--- src/logic/lrx_pkg.sv ---
// Constants and encodings for the literal-return / rotate / xor execution block
//
// Functional notes
// [RL1] Four user ID words at 2000h-2003h, reachable only in program/verify mode; writes and prog_hit_o are gated by mode, prog_rdata_o is not.
// [RL2] Each user ID word keeps only its low four bits.
// [RL3] 11 01xx kkkk kkkk loads the literal into the working register, flags unchanged.
// [RL4] Literal-return also pops the stack into the program counter; two cycles.
// [RL5] 00 1101 dfff ffff rotates file register left through carry; one cycle.
// [RL6] Rotate destination bit: 0 writes working register, 1 writes file register.
// [RL7] 00 0000 0000 1000 pops stack into program counter, no flags, two cycles.
// [RL8] 11 1010 kkkk kkkk xors literal into working register, zero flag only.
// [RL9] 00 0110 dfff ffff xors working and file register to chosen destination.
// [RL10] Zero flag is set when the 8-bit result is zero, else cleared.
package lrx_pkg;
  localparam int INSN_W = 14;
  localparam int DATA_W = 8;
  localparam int FADDR_W = 7;
  localparam int PC_W = 14;
  localparam int UID_W = 4;
  localparam int UID_CNT = 4;
  localparam logic [PC_W-1:0] UID_BASE = 14'h2000;
  localparam logic [PC_W-1:0] UID_LAST = 14'h2003;
  localparam logic [3:0] LITRET_PAT = 4'hd;
  localparam logic [5:0] XORLIT_PAT = 6'h3a;
  localparam logic [5:0] ROT_PAT = 6'h0d;
  localparam logic [5:0] XORREG_PAT = 6'h06;
  localparam logic [INSN_W-1:0] RETURN_PAT = 14'h0008;
  localparam int DEST_BIT = 7;
  localparam int MSB = 7;
  typedef enum logic [2:0] {
    LRX_OP_NONE = 3'b000,
    LRX_OP_LITRET = 3'b001,
    LRX_OP_RET = 3'b010,
    LRX_OP_ROT = 3'b011,
    LRX_OP_XORLIT = 3'b100,
    LRX_OP_XORREG = 3'b101
  } lrx_op_t;
  typedef enum logic [0:0] {
    LRX_ST_EXEC = 1'b0,
    LRX_ST_DUMMY = 1'b1
  } lrx_state_t;
endpackage : lrx_pkg

--- src/logic/lrx_uid_store.sv ---
// User identification word storage, low nibble only
`timescale 1ns/100ps
module lrx_uid_store
  import lrx_pkg::*;
#(
  parameter int COUNT = UID_CNT
) (
  // Clock and reset
  input wire logic clk_sys_i,
  input wire logic rst_n_i,
  // Access
  input wire logic wr_i,
  input wire logic [$clog2(COUNT)-1:0] idx_i,
  input wire logic [INSN_W-1:0] wdata_i,
  output logic [INSN_W-1:0] rdata_o
);
  logic [UID_W-1:0] mem_q [COUNT];

  always_ff @(posedge clk_sys_i or negedge rst_n_i) begin
    if (!rst_n_i) begin
      for (int i = 0; i < COUNT; i++) mem_q[i] <= '0;
    end else if (wr_i) begin
      mem_q[idx_i] <= wdata_i[UID_W-1:0]; // [RL2]
    end
  end

  always_ff @(posedge clk_sys_i or negedge rst_n_i) begin
    if (!rst_n_i) begin
      rdata_o <= '0;
    end else begin
      rdata_o <= {{(INSN_W-UID_W){1'b0}}, mem_q[idx_i]}; // [RL2]
    end
  end
endmodule : lrx_uid_store

--- src/logic/lrx_exec.sv ---
// Decoder and executor for literal-return, return, rotate and xor instructions
`timescale 1ns/100ps
module lrx_exec
  import lrx_pkg::*;
(
  // Clock and reset
  input wire logic clk_sys_i,
  input wire logic rst_n_i,
  // Instruction issue
  input wire logic insn_valid_i,
  input wire logic [INSN_W-1:0] insn_i,
  output logic busy_o,
  // Core state in
  input wire logic [DATA_W-1:0] wreg_i,
  input wire logic [DATA_W-1:0] freg_rdata_i,
  input wire logic carry_i,
  input wire logic [PC_W-1:0] stack_top_entry_i,
  // Core updates out
  output logic wreg_we_o,
  output logic [DATA_W-1:0] wreg_wdata_o,
  output logic freg_we_o,
  output logic [FADDR_W-1:0] freg_addr_o,
  output logic [DATA_W-1:0] freg_wdata_o,
  output logic carry_we_o,
  output logic carry_o,
  output logic zero_we_o,
  output logic zero_o,
  output logic pc_load_o,
  output logic [PC_W-1:0] pc_o,
  output logic stack_pop_o,
  // Program/verify access
  input wire logic prog_mode_i,
  input wire logic prog_wr_i,
  input wire logic [PC_W-1:0] prog_addr_i,
  input wire logic [INSN_W-1:0] prog_wdata_i,
  output logic [INSN_W-1:0] prog_rdata_o,
  output logic prog_hit_o
);
  function automatic lrx_op_t decode(input logic [INSN_W-1:0] insn);
    if (insn[INSN_W-1 -: $bits(LITRET_PAT)] == LITRET_PAT) decode = LRX_OP_LITRET; // [RL3]
    else if (insn == RETURN_PAT) decode = LRX_OP_RET; // [RL7]
    else if (insn[INSN_W-1 -: $bits(ROT_PAT)] == ROT_PAT) decode = LRX_OP_ROT; // [RL5]
    else if (insn[INSN_W-1 -: $bits(XORLIT_PAT)] == XORLIT_PAT) decode = LRX_OP_XORLIT; // [RL8]
    else if (insn[INSN_W-1 -: $bits(XORREG_PAT)] == XORREG_PAT) decode = LRX_OP_XORREG; // [RL9]
    else decode = LRX_OP_NONE;
  endfunction : decode

  function automatic logic is_uid(input logic [PC_W-1:0] a);
    is_uid = (a >= UID_BASE) && (a <= UID_LAST);
  endfunction : is_uid

  lrx_op_t op;
  lrx_state_t state_q;
  logic take;
  logic dest;
  logic [DATA_W-1:0] lit;
  logic [DATA_W-1:0] rot_res;
  logic [DATA_W-1:0] xr_res;
  logic uid_hit;
  logic [INSN_W-1:0] uid_rdata;

  assign take = insn_valid_i && (state_q == LRX_ST_EXEC);
  assign op = decode(insn_i);
  assign dest = insn_i[DEST_BIT];
  assign lit = insn_i[DATA_W-1:0];
  assign rot_res = {freg_rdata_i[MSB-1:0], carry_i}; // [RL5]
  assign xr_res = wreg_i ^ freg_rdata_i; // [RL9]
  assign uid_hit = prog_mode_i && is_uid(prog_addr_i); // [RL1]

  // Two-cycle control: second cycle is a dummy that refuses issue
  always_ff @(posedge clk_sys_i or negedge rst_n_i) begin
    if (!rst_n_i) begin
      state_q <= LRX_ST_EXEC;
      busy_o <= 1'b0;
    end else begin
      case (state_q)
        LRX_ST_EXEC: begin
          if (take && (op == LRX_OP_LITRET || op == LRX_OP_RET)) begin
            state_q <= LRX_ST_DUMMY; // [RL4] [RL7]
            busy_o <= 1'b1;
          end
        end
        LRX_ST_DUMMY: begin
          state_q <= LRX_ST_EXEC;
          busy_o <= 1'b0;
        end
        default: begin
          state_q <= LRX_ST_EXEC;
          busy_o <= 1'b0;
        end
      endcase
    end
  end

  // Working register and file register writes
  always_ff @(posedge clk_sys_i or negedge rst_n_i) begin
    if (!rst_n_i) begin
      wreg_we_o <= 1'b0;
      wreg_wdata_o <= '0;
      freg_we_o <= 1'b0;
      freg_addr_o <= '0;
      freg_wdata_o <= '0;
    end else begin
      wreg_we_o <= 1'b0;
      freg_we_o <= 1'b0;
      freg_addr_o <= insn_i[FADDR_W-1:0];
      if (take) begin
        case (op)
          LRX_OP_LITRET: begin
            wreg_we_o <= 1'b1; // [RL3]
            wreg_wdata_o <= lit;
          end
          LRX_OP_XORLIT: begin
            wreg_we_o <= 1'b1; // [RL8]
            wreg_wdata_o <= wreg_i ^ lit;
          end
          LRX_OP_ROT: begin
            wreg_we_o <= !dest; // [RL6]
            freg_we_o <= dest;
            wreg_wdata_o <= rot_res;
            freg_wdata_o <= rot_res;
          end
          LRX_OP_XORREG: begin
            wreg_we_o <= !dest; // [RL9]
            freg_we_o <= dest;
            wreg_wdata_o <= xr_res;
            freg_wdata_o <= xr_res;
          end
          default: begin
            wreg_we_o <= 1'b0;
          end
        endcase
      end
    end
  end

  // Status flag updates
  always_ff @(posedge clk_sys_i or negedge rst_n_i) begin
    if (!rst_n_i) begin
      carry_we_o <= 1'b0;
      carry_o <= 1'b0;
      zero_we_o <= 1'b0;
      zero_o <= 1'b0;
    end else begin
      carry_we_o <= take && (op == LRX_OP_ROT); // [RL5]
      carry_o <= freg_rdata_i[MSB];
      zero_we_o <= take && (op == LRX_OP_XORLIT || op == LRX_OP_XORREG); // [RL8] [RL9]
      if (op == LRX_OP_XORLIT) zero_o <= ((wreg_i ^ lit) == '0); // [RL10]
      else zero_o <= (xr_res == '0); // [RL10]
    end
  end

  // Program counter reload from stack
  always_ff @(posedge clk_sys_i or negedge rst_n_i) begin
    if (!rst_n_i) begin
      pc_load_o <= 1'b0;
      stack_pop_o <= 1'b0;
      pc_o <= '0;
    end else begin
      pc_load_o <= take && (op == LRX_OP_LITRET || op == LRX_OP_RET); // [RL4] [RL7]
      stack_pop_o <= take && (op == LRX_OP_LITRET || op == LRX_OP_RET);
      pc_o <= stack_top_entry_i;
    end
  end

  // User ID access in program/verify mode
  always_ff @(posedge clk_sys_i or negedge rst_n_i) begin
    if (!rst_n_i) begin
      prog_hit_o <= 1'b0;
    end else begin
      prog_hit_o <= uid_hit; // [RL1]
    end
  end

  assign prog_rdata_o = uid_rdata;

  lrx_uid_store #(
    .COUNT(UID_CNT)
  ) u_uid (
    .clk_sys_i(clk_sys_i),
    .rst_n_i(rst_n_i),
    .wr_i(uid_hit && prog_wr_i), // [RL1]
    .idx_i(prog_addr_i[$clog2(UID_CNT)-1:0]),
    .wdata_i(prog_wdata_i),
    .rdata_o(uid_rdata)
  );
endmodule : lrx_exec

--- config.mk ---
export PLATFORM = sky130hd
export DESIGN_NAME = lrx_exec
export DESIGN_NICKNAME = d
export VERILOG_FILES = /design/src/logic/lrx_pkg.sv /design/src/logic/lrx_uid_store.sv /design/src/logic/lrx_exec.sv
export SDC_FILE = /design/constraint.sdc
export NUM_CORES = 1
export LEC_CHECK = 0
export ABC_AREA = 1
export BUFFER_PORTS_ARGS = -buffer_cell sky130_fd_sc_hd__buf_2
export CORE_ASPECT_RATIO = 1.75
export CORE_UTILIZATION = 51
export CTS_BUF_LIST = sky130_fd_sc_hd__clkbuf_16
export CTS_CLUSTER_DIAMETER = 40
export DETAILED_ROUTE_END_ITERATION = 12
export HOLD_SLACK_MARGIN = 0.02
export PLACE_DENSITY_LB_ADDON = 0.25
export SLEW_MARGIN = 15
export SYNTH_ARGS = -nofsm -noshare
export SYNTH_HDL_FRONTEND = slang
export SYNTH_SLANG_ARGS = --single-unit
--- constraint.sdc ---
create_clock -name clk_sys_i -period 2.4 [get_ports clk_sys_i]
set_clock_uncertainty 0.1 [all_clocks]
set_input_delay 0.24 -clock clk_sys_i [delete_from_list [all_inputs] [get_ports clk_sys_i]]
set_output_delay 0.24 -clock clk_sys_i [all_outputs]
set_load 0.05 [all_outputs]
==> results.yml, run 1 <==
cts:
  htree_levels: 3
  clkTransAtPathRegs_ps: 50
  cts_root_buffer: "clkbuf_16"
  post-cts-setup-buffers: 0
  clk_path_buf_depth: 2
  worstSkewPairLatency_ps: 320
  cts_sinks: 67
  cts_tree: "built"
  cts_buffers: 9
timing:
  setup_tns_ps: 0
  slew_violations: 0
  setup_violations: 0
  relSlewSlack_pct: 60.50
  finalWorstSetupSlack_ps: 902.8
  period_minus_slack_ps: 1497
  rsz0062_at_grt: "no"
  max_freq_mhz: 667.9
  worst_pin_slew_ps: 592.5
  fin_crit_sh_pct: 62.38
  hold_viol_final: 0
floorplanning:
  start_util_pct: 52.49
  chipHeight_microns: 107.1
  ios: 139
  core_area_sq_um: 6133
  die_x_microns: 62.06
  dieArea_sq_um: 6647
  rows: 38
power_and_ir_drop:
  p_int_uw: 2092
  p_per_area_nw_per_um2: 726.2
  power.share.switching_pct: 33.35
  max-vdd-ir-drop_mv: 0.3410
  pwr-share-comb_pct: 24.6
  switchingPower_uw: 1047
  p_clk_share_pct: 35.0
  leakagePower_uw: 0.002467
  fin_total_pwr_uw: 3138
  pwr-share-seq_pct: 40.4
layout:
  multi_input_area_sq_um: 1313
  seqCellArea_sq_um: 1677
  design_area_sq_um: 4322
  fillers: 513
  design.final.nets: 611
  area_delta_synth_final_pct: 34.24
  drive_gt1_share_pct: 27.93
  num_antenna_cells: 0
grt:
  grt-ovfl-total: 0
  grt_pass1_wl_microns: 12190
  track_usage_pct: 25.34
  busiest_layer: "met2"
  grt_antenna_before_repair: 0
  use_met2_pct: 43.84
  grt_pass1_vias: 2779
  use_met3_pct: 6.031
  grt_max_degree: 43
  grt_use_met1_pct: 26.84
critical_path:
  cp_max_fo: 13
  r2r_setup_slack_ps: 960
  crit_type: "in -> reg"
  r2r_start: "state_q"
  cp.arrival_ps: 1660
  reg2regPathDepth: 5
  rr_endpoint: "wreg_wdata_o[5]"
  worst_setup_path_end_kind: "flip-flop"
  critPathLaunchType: "input pin"
  worstPathRequired_ps: 2560
place:
  pre_cts_ws_ps: 596.7
  dp_hpwl_microns: 5932
  portBuffers: 118
  place_area_sq_um: 3840
  gp_congestion: 0.8974
logic_synthesis:
  ys_types: 30
  synth_seq_cells: 67
  synth-seq-area-share_pct: 52.08
  synthesis.area_sq_um: 3219
  synth_area_leaders: "dfrtp_1 (52%), nand2_1 (16%), nor2_1 (4.4%)"
  synth_top_area_cell: "dfrtp_1"
  avgSynthCellArea_sq_um: 8.319
  synth_top_area_share_pct: 52.08
  synth_cells: 387
  ys_warn_count: 0
drt:
  via_count: 3059
  firstDrtPassIters: 7
  viasPerCell: 4.958
  wl_per_cell_microns: 12.77
  route.detailed.drc: 0
  drtAntennaViolNets: 0
  routed_wl_microns: 7879
  drtIter0Drc: 146
min_path:
  hold-path-endpoint: "prog_hit_o"
  hp-class: "in -> reg"
  min_delay_path_depth: 4
  min_from: "prog_addr_i[10]"
flow_run:
  max_cap_violations: 0
status:
  outcome: "finished, final reports clean"
## cells in the mapped netlist
library cell / n
nand2_4: 2
conb_1: 1
nand3_2: 2
inv_2: 2
nor2_2: 3
nand3_4: 1
a31oi_1: 1
nor4_1: 1
nand3b_1: 1
o21ai_0: 19
nand2_1: 135
nor2_1: 38
xnor2_1: 8
a22oi_1: 7
a21oi_1: 1
buf_4: 11
o21ai_1: 6
o21ai_2: 1
or2_2: 1
nand4_1: 14
dfrtp_1: 67
buf_6: 3
clkinv_4: 1
and2_0: 1
inv_1: 31
nand2_2: 1
nand3_1: 21
nor2_4: 3
nor2_8: 1
buf_2: 3
## routing by layer
| layer | up-vias | share of wire, % |
|---|---|---|
| met3 | 21 | 4.8 |
| met1 | 1408 | 37 |
| met5 | - | 0 |
| met2 | 124 | 55 |
| met4 | 0 | 3.4 |
| li1 | 1506 | - |
## layout make-up
| type | instances | area share [%] |
|---|---|---|
| Clock inverter | 6 | 0.6080 |
| Multi-Input combinational cell | 278 | 30.37 |
| Inverter | 34 | 3.069 |
| Clock buffer | 9 | 5.211 |
| Tap cell | 80 | 2.316 |
| Sequential cell | 67 | 38.80 |
| Timing Repair Buffer | 143 | 19.63 |
## cell usage in the layout, fill, tap and decap left out
cell type        n
a21oi_1          1
a22oi_1          7
a31oi_1          1
and2_0           1
buf_12           1
buf_2          118
buf_4            1
clkbuf_16        9
clkinv_1         1
clkinv_2         3
clkinv_4         1
conb_1          10
dfrtp_1         67
dlygate4sd3_1   23
inv_1           33
inv_2            2
nand2_1        135
nand2_2          1
nand2_4          2
nand3_1         21
nand3_2          2
nand3_4          1
nand3b_1         1
nand4_1         14
nor2_1          38
nor2_2           3
nor2_4           3
nor2_8           1
nor4_1           1
o21ai_0         19
o21ai_1          6
o21ai_2          1
or2_2            1
xnor2_1          8
## how the worst max path moves through the flow
stage,start,end,slack (ps),cells after the start
finish,insn_i[10],wreg_wdata_o[5],900,10
global route,insn_i[10],wreg_wdata_o[2],720,10
CTS,insn_i[10],wreg_wdata_o[5],930,10
detailed placement,insn_i[10],wreg_wdata_o[5],600,10
global placement,insn_i[10],wreg_wdata_o[5],620,10
floorplan,insn_i[13],wreg_wdata_o[4],1110,8
## critical path, cell delays in order
cell and delay [ps]:
buf_2 100, inv_1 80, nand2_1 90, nor2_4 210
nand2_1 370, nand2_2 180, nor2_1 90, nor2_4 160
nand2_1 80, nand2_1 60
## flip-flops by register name, summed over array words and instances (netlist names)
name           cells
carry_we_o         1
carry_o            1
wreg_wdata_o       8
freg_wdata_o       8
freg_we_o          1
zero_o             1
pc_o              14
busy_o             1
freg_addr_o        7
u_uid.mem_q       16
prog_hit_o         1
state_q            1
wreg_we_o          1
u_uid.rdata_o      4
zero_we_o          1
stack_pop_o        1
## logic make-up (layout without fill, tap and decap cells)
kind of cell,count (synthesis),after routing,synth area share (%)
simple gates,225,225,31.29
other cells,1,10,0.1165
compound gates,35,35,6.141
xor+xnor,8,8,2.177
flops,67,67,52.08
buf+inv,51,192,8.200
## power groups by stage
stage / registers, uW / logic, uW / clock network, uW
after floorplan: 1590 / 207 / 0
after global placement: 1280 / 737 / 0
after detailed placement: 1280 / 745 / 0
after CTS: 1270 / 777 / 1120
after global routing: 1270 / 828 / 1170
final: 1270 / 772 / 1100
## stage by stage
stage / std cells / hold slack [ps] / util, %
final: 617 / 95.19 / 70.46
after global routing: 617 / 116.3 / 70.46
after CTS: 617 / 96.03 / 70.46
after detailed placement: 579 / 169.7 / 62.61
after global placement: 579 / 158.7 / 62.61
after floorplan: 396 / -155.6 / -
## repair_timing
action / in CTS / in global routing
hold buffers: 23 / 0
resized for setup: 0 / 0
endpoints found under the hold margin: 47 / 0
Power figures use the tool's default switching activity.
==> inputs of run 2 (changes only) <==
- ABC_AREA: 1 -> 0
- CORE_UTILIZATION: 51 -> 42
- clock period: 2.4 -> 1.2 ns (I/O delays scaled with it)
==> results.yml, run 2 <==
grt:
  grt-ovfl-total: 0
  grt_antenna_before_repair: 0
  grt_pass1_vias: 2875
  track_usage_pct: 25.50
  grt_max_degree: 68
  grt_pass1_wl_microns: 13600
layout:
  regMostFlops: "u_uid.mem_q"
  num_antenna_cells: 0
  layout_commonest_cell: "buf_2"
  drive_gt1_share_pct: 55.51
  design.final.nets: 538
  largest_reg_flops: 16
  mostFrequentLayoutCells: "buf_2 (104), dfrtp_1 (67), buf_4 (62)"
  area_delta_synth_final_pct: 69.07
  largestRegisters: "u_uid.mem_q: 16 flops, pc_o: 14 flops"
  design_area_sq_um: 4959
floorplanning:
  die_x_microns: 65.17
  ios: 139
  chipHeight_microns: 112.5
  dieArea_sq_um: 7335
  core_area_sq_um: 6807
  rows: 40
  start_util_pct: 43.09
critical_path:
  worstPathRequired_ps: 1300
  critPathCapture: "u_uid.mem_q[12]"
  startpoint: "prog_addr_i[8]"
  r2r_setup_slack_ps: -120
  reg2regPathDepth: 5
  worst_setup_path_end_kind: "flip-flop"
  cp.arrival_ps: 1520
  crit_type: "in -> reg"
  rr_endpoint: "wreg_wdata_o[5]"
  critPathLaunchType: "input pin"
  r2r_start: "state_q"
  cp_max_fo: 4
cts:
  htree_levels: 3
  worstSkewPairLatency_ps: 320
  clk_path_buf_depth: 2
  cts_root_buffer: "clkbuf_16"
  cts_buffers: 9
  cts_sinks: 67
  clkTransAtPathRegs_ps: 50
  cts_tree: "built"
drt:
  drtIter0Drc: 92
  drtAntennaViolNets: 0
  viasPerCell: 4.978
  routed_wl_microns: 8770
  wl_per_cell_microns: 16.03
  firstDrtPassIters: 4
  route.detailed.drc: 0
  via_count: 2723
power_and_ir_drop:
  p_per_area_nw_per_um2: 1322
  leakagePower_uw: 0.002493
  max-vdd-ir-drop_mv: 0.9850
timing:
  period_minus_slack_ps: 1415
  hold_viol_final: 0
  rsz0062_at_grt: "yes"
  finalWorstSetupSlack_ps: -215.4
  setup_tns_ps: -3316
  fin_crit_sh_pct: 117.9
  max_freq_mhz: 706.5
  setup_violations: 24
  slew_violations: 0
place:
  gp_congestion: 0.8820
  place_area_sq_um: 4138
  portBuffers: 118
  dp_hpwl_microns: 6295
logic_synthesis:
  ys_warn_count: 0
  synth.most_common_cell: "dfrtp_1"
  synth_edf_count: 0
  avgSynthCellArea_sq_um: 12.07
  synth_seq_cells: 67
  synthArstFlopShare_pct: 100.0
  ys.flop_type: "dfrtp_1"
  synth_area_leaders: "dfrtp_1 (57%), mux2_2 (6.1%), a22o_1 (4.2%)"
  synth_cells: 243
  synth_top_area_cell: "dfrtp_1"
  synth-seq-area-share_pct: 57.17
  synth_top_area_share_pct: 57.17
  ys_types: 40
  synthesis.area_sq_um: 2933
  synth_common_cells: "dfrtp_1 (67), nor2_1 (17), a21oi_1 (16), mux2_2 (16), nand2_1 (16)"
min_path:
  hp-class: "in -> reg"
status:
  outcome: "finished with violations"
  violations: "negative setup slack"
flow_run:
  max_cap_violations: 0
-- run 2: where the power goes --
group | leakage [uW] | internal [uW] | switching (uW)
combinational | 0.00151 | 621 | 1160
clock | 0.000123 | 1350 | 878
sequential | 0.000861 | 2440 | 108
-- run 2: layout make-up --
type / count / area, sq um
Multi-Input combinational cell: 163 / 1366
Clock buffer: 9 / 225.2
Inverter: 2 / 7.507
Fill cell: 501 / 1848
Timing Repair Buffer: 217 / 1554
Tap cell: 84 / 105.1
Clock inverter: 5 / 23.77
Sequential cell: 67 / 1677
-- run 2: worst min path at each step --
| stage | depth (start not counted) | end | start | slack [ps] |
|---|---|---|---|---|
| finish | 3 | freg_wdata_o[7] | freg_rdata_i[6] | 30 |
| global route | 3 | freg_wdata_o[4] | freg_rdata_i[3] | 50 |
| CTS | 3 | freg_wdata_o[7] | freg_rdata_i[6] | 30 |
| detailed placement | 2 | pc_o[10] | rst_n_i | 70 |
| global placement | 2 | pc_o[13] | rst_n_i | 60 |
| floorplan | 0 | busy_o | rst_n_i | -280 |
-- run 2: cells by family (layout without fill, tap and decap cells) --
kind of cell | after synthesis | count (layout) | share of synthesized area, %
other | 1 | 10 | 0.1279
and+or+nand+nor | 71 | 71 | 13.48
buffers and inverters | 22 | 233 | 4.351
muxes | 20 | 20 | 9.215
AOI/OAI and AO/OA | 46 | 46 | 10.88
xor gates and xnor gates | 16 | 16 | 4.778
DFF | 67 | 67 | 57.17
-- run 2: routing by layer --
metal / vias up / track usage (%) / wire [microns]
li1: 1288 / - / -
met1: 1271 / 24.80 / 2839
met2: 124 / 45.43 / 4838
met3: 40 / 4.370 / 414
met4: 0 / 20.14 / 677
met5: - / 0 / 0
-- run 2: repair_timing --
item                                    4_1_cts  5_1_grt
endpoints found under the setup margin       35       37
hold endpoints to repair                    104        0
cloned                                        3        0
hold buffers                                 26        0
pin swaps                                    15       20
gates resized for setup                      48       21
setup buffers                                 7        4
-- run 2: critical path, stage by stage --
cell and delay (ps):
buf_6 100, nor4b_4 250, and4_1 270, and2_4 170
nor3b_4 170, buf_6 140, mux2_4 290
-- run 2: through the flow --
| step | std cells | hold slack (ps) | setup WS [ps] | util (%) | power (uW) |
|---|---|---|---|---|---|
| 3_5_place_dp | 496 | 67.61 | -573.8 | 60.79 | 4169 |
| 2_1_floorplan | 252 | -275.6 | -331.6 | - | 3571 |
| 5_1_grt | 547 | 45.28 | -288.1 | 72.85 | 6796 |
| 3_3_place_gp | 496 | 60.40 | -525.2 | 60.79 | 4155 |
| 6_report | 547 | 31.30 | -215.4 | 72.85 | 6553 |
| 4_1_cts | 545 | 28.86 | -175.5 | 71.56 | 6550 |
==> inputs of run 3 (changes only) <==
- RECOVER_POWER: not set -> 50
==> results.yml, run 3 (synthesis results as in run 2) <==
layout:
  area_delta_synth_final_pct: 68.81
  design.final.nets: 538
  largestRegisters: "u_uid.mem_q: 16 flops, pc_o: 14 flops"
  num_antenna_cells: 0
  multi_input_area_sq_um: 1366
  regMostFlops: "u_uid.mem_q"
  mostFrequentLayoutCells: "buf_2 (101), dfrtp_1 (67), buf_4 (61)"
  largest_reg_flops: 16
  seqCellArea_sq_um: 1677
  fillers: 506
  layout_commonest_cell: "buf_2"
  drive_gt1_share_pct: 54.64
cts:
  htree_levels: 3
  clk_path_buf_depth: 2
  worstSkewPairLatency_ps: 320
  cts_root_buffer: "clkbuf_16"
  cts_buffers: 9
  clkTransAtPathRegs_ps: 50
  cts_sinks: 67
  cts_tree: "built"
place:
  portBuffers: 118
  dp_hpwl_microns: 6295
  gp_congestion: 0.8820
critical_path:
  crit_type: "in -> reg"
  worst_setup_path_end_kind: "flip-flop"
  worstPathRequired_ps: 1300
  cp_max_fo: 4
  cp.arrival_ps: 1520
  critPathLaunchType: "input pin"
power_and_ir_drop:
  leakagePower_uw: 0.002482
  max-vdd-ir-drop_mv: 0.9841
  fin_total_pwr_uw: 6550
  p_per_area_nw_per_um2: 1323
grt:
  grt_max_degree: 68
  track_usage_pct: 25.50
  grt_antenna_before_repair: 0
  grt_pass1_wl_microns: 13600
  grt_pass1_vias: 2875
  grt-ovfl-total: 0
drt:
  wl_met1_microns: 2837
  routed_wl_microns: 8767
  via_count: 2723
  drtAntennaViolNets: 0
  viasPerCell: 4.978
  dr_wl_met2_microns: 4838
  dr.max_layer_used: "met4"
  wl_per_cell_microns: 16.03
  route.detailed.drc: 0
  drtIter0Drc: 92
  met3WireLength_microns: 414
  firstDrtPassIters: 4
status:
  outcome: "finished with violations"
  violations: "negative setup slack"
floorplanning:
  die_x_microns: 65.17
  core_area_sq_um: 6807
  dieArea_sq_um: 7335
  chipHeight_microns: 112.5
  ios: 139
  rows: 40
  start_util_pct: 43.09
timing:
  hold_slack_ps: 31.30
  max_freq_mhz: 706.5
  setup_violations: 24
  finalWorstSetupSlack_ps: -215.4
  rsz0062_at_grt: "yes"
  period_minus_slack_ps: 1415
  fin_crit_sh_pct: 117.9
  slew_violations: 0
  hold_viol_final: 0
min_path:
  hp-class: "in -> reg"
flow_run:
  max_cap_violations: 0
run 3: cell types whose count changed in the layout (fill, tap and decap cells not counted), sizes merged:
cell,previous run,this run
clkbuf,11,15
buf,189,185
run 3: final timing paths:
kind / endpoint / start / slack [ps] / depth (start not counted)
max in group asynchronous: u_uid.mem_q[9] / rst_n_i / 450 / 3
min in group asynchronous: pc_o[13] / rst_n_i / 260 / 3
max reg2reg: wreg_wdata_o[5] / state_q / -120 / 5
max: u_uid.mem_q[12] / prog_addr_i[8] / -220 / 7
min reg2reg: freg_wdata_o[7] / freg_wdata_o[7] / 380 / 2
min: freg_wdata_o[7] / freg_rdata_i[6] / 30 / 3
run 3: per-layer routing:
layer	global-route usage [%]	vias to the layer above
li1	-	1288
met1	24.80	1271
met2	45.43	124
met3	4.370	40
met4	20.14	0
met5	0	-
run 3: worst max-delay path, cell delays in order:
cell	delay [ps]
buf_6	100
nor4b_4	250
and4_1	270
and2_4	170
nor3b_4	170
buf_6	140
mux2_4	290
run 3: final cells by class:
cell class	count	area share, %
Clock inverter	5	0.4802
Clock buffer	9	4.549
Multi-Input combinational cell	163	27.60
Sequential cell	67	33.86
Timing Repair Buffer	217	31.24
Inverter	2	0.1516
Tap cell	84	2.123
run 3: timing repair:
action / CTS / global route
buffers inserted: 7 / 4
pin swaps: 15 / 20
setup endpoints to repair: 35 / 37
cloned: 3 / 0
endpoints found under the hold margin: 104 / 0
resized for setup: 48 / 21
hold buffers: 26 / 0
run 3: report_power, final:
| part | leakage (uW) | switching, uW | total (uW) | internal [uW] |
|---|---|---|---|---|
| logic | 0.00150 | 1160 | 1770 | 618 |
| registers | 0.000861 | 108 | 2550 | 2440 |
| clock network | 0.000123 | 878 | 2220 | 1350 |
| total | 0.00248 | 2140 | 6550 | 4410 |
run 3: metrics by stage:
step / instances / worst slack [ps] / util [%] / area [sq um] / TNS [ps]
finish: 547 / -215.4 / 72.74 / 4951 / -3316
global route: 547 / -288.1 / 72.74 / 4951 / -5075
CTS: 545 / -175.5 / 71.56 / 4871 / -2713
detailed placement: 496 / -573.8 / 60.79 / 4138 / -16450
global placement: 496 / -525.2 / 60.79 / 4138 / -14820
floorplan: 252 / -331.6 / - / 3089 / -7223
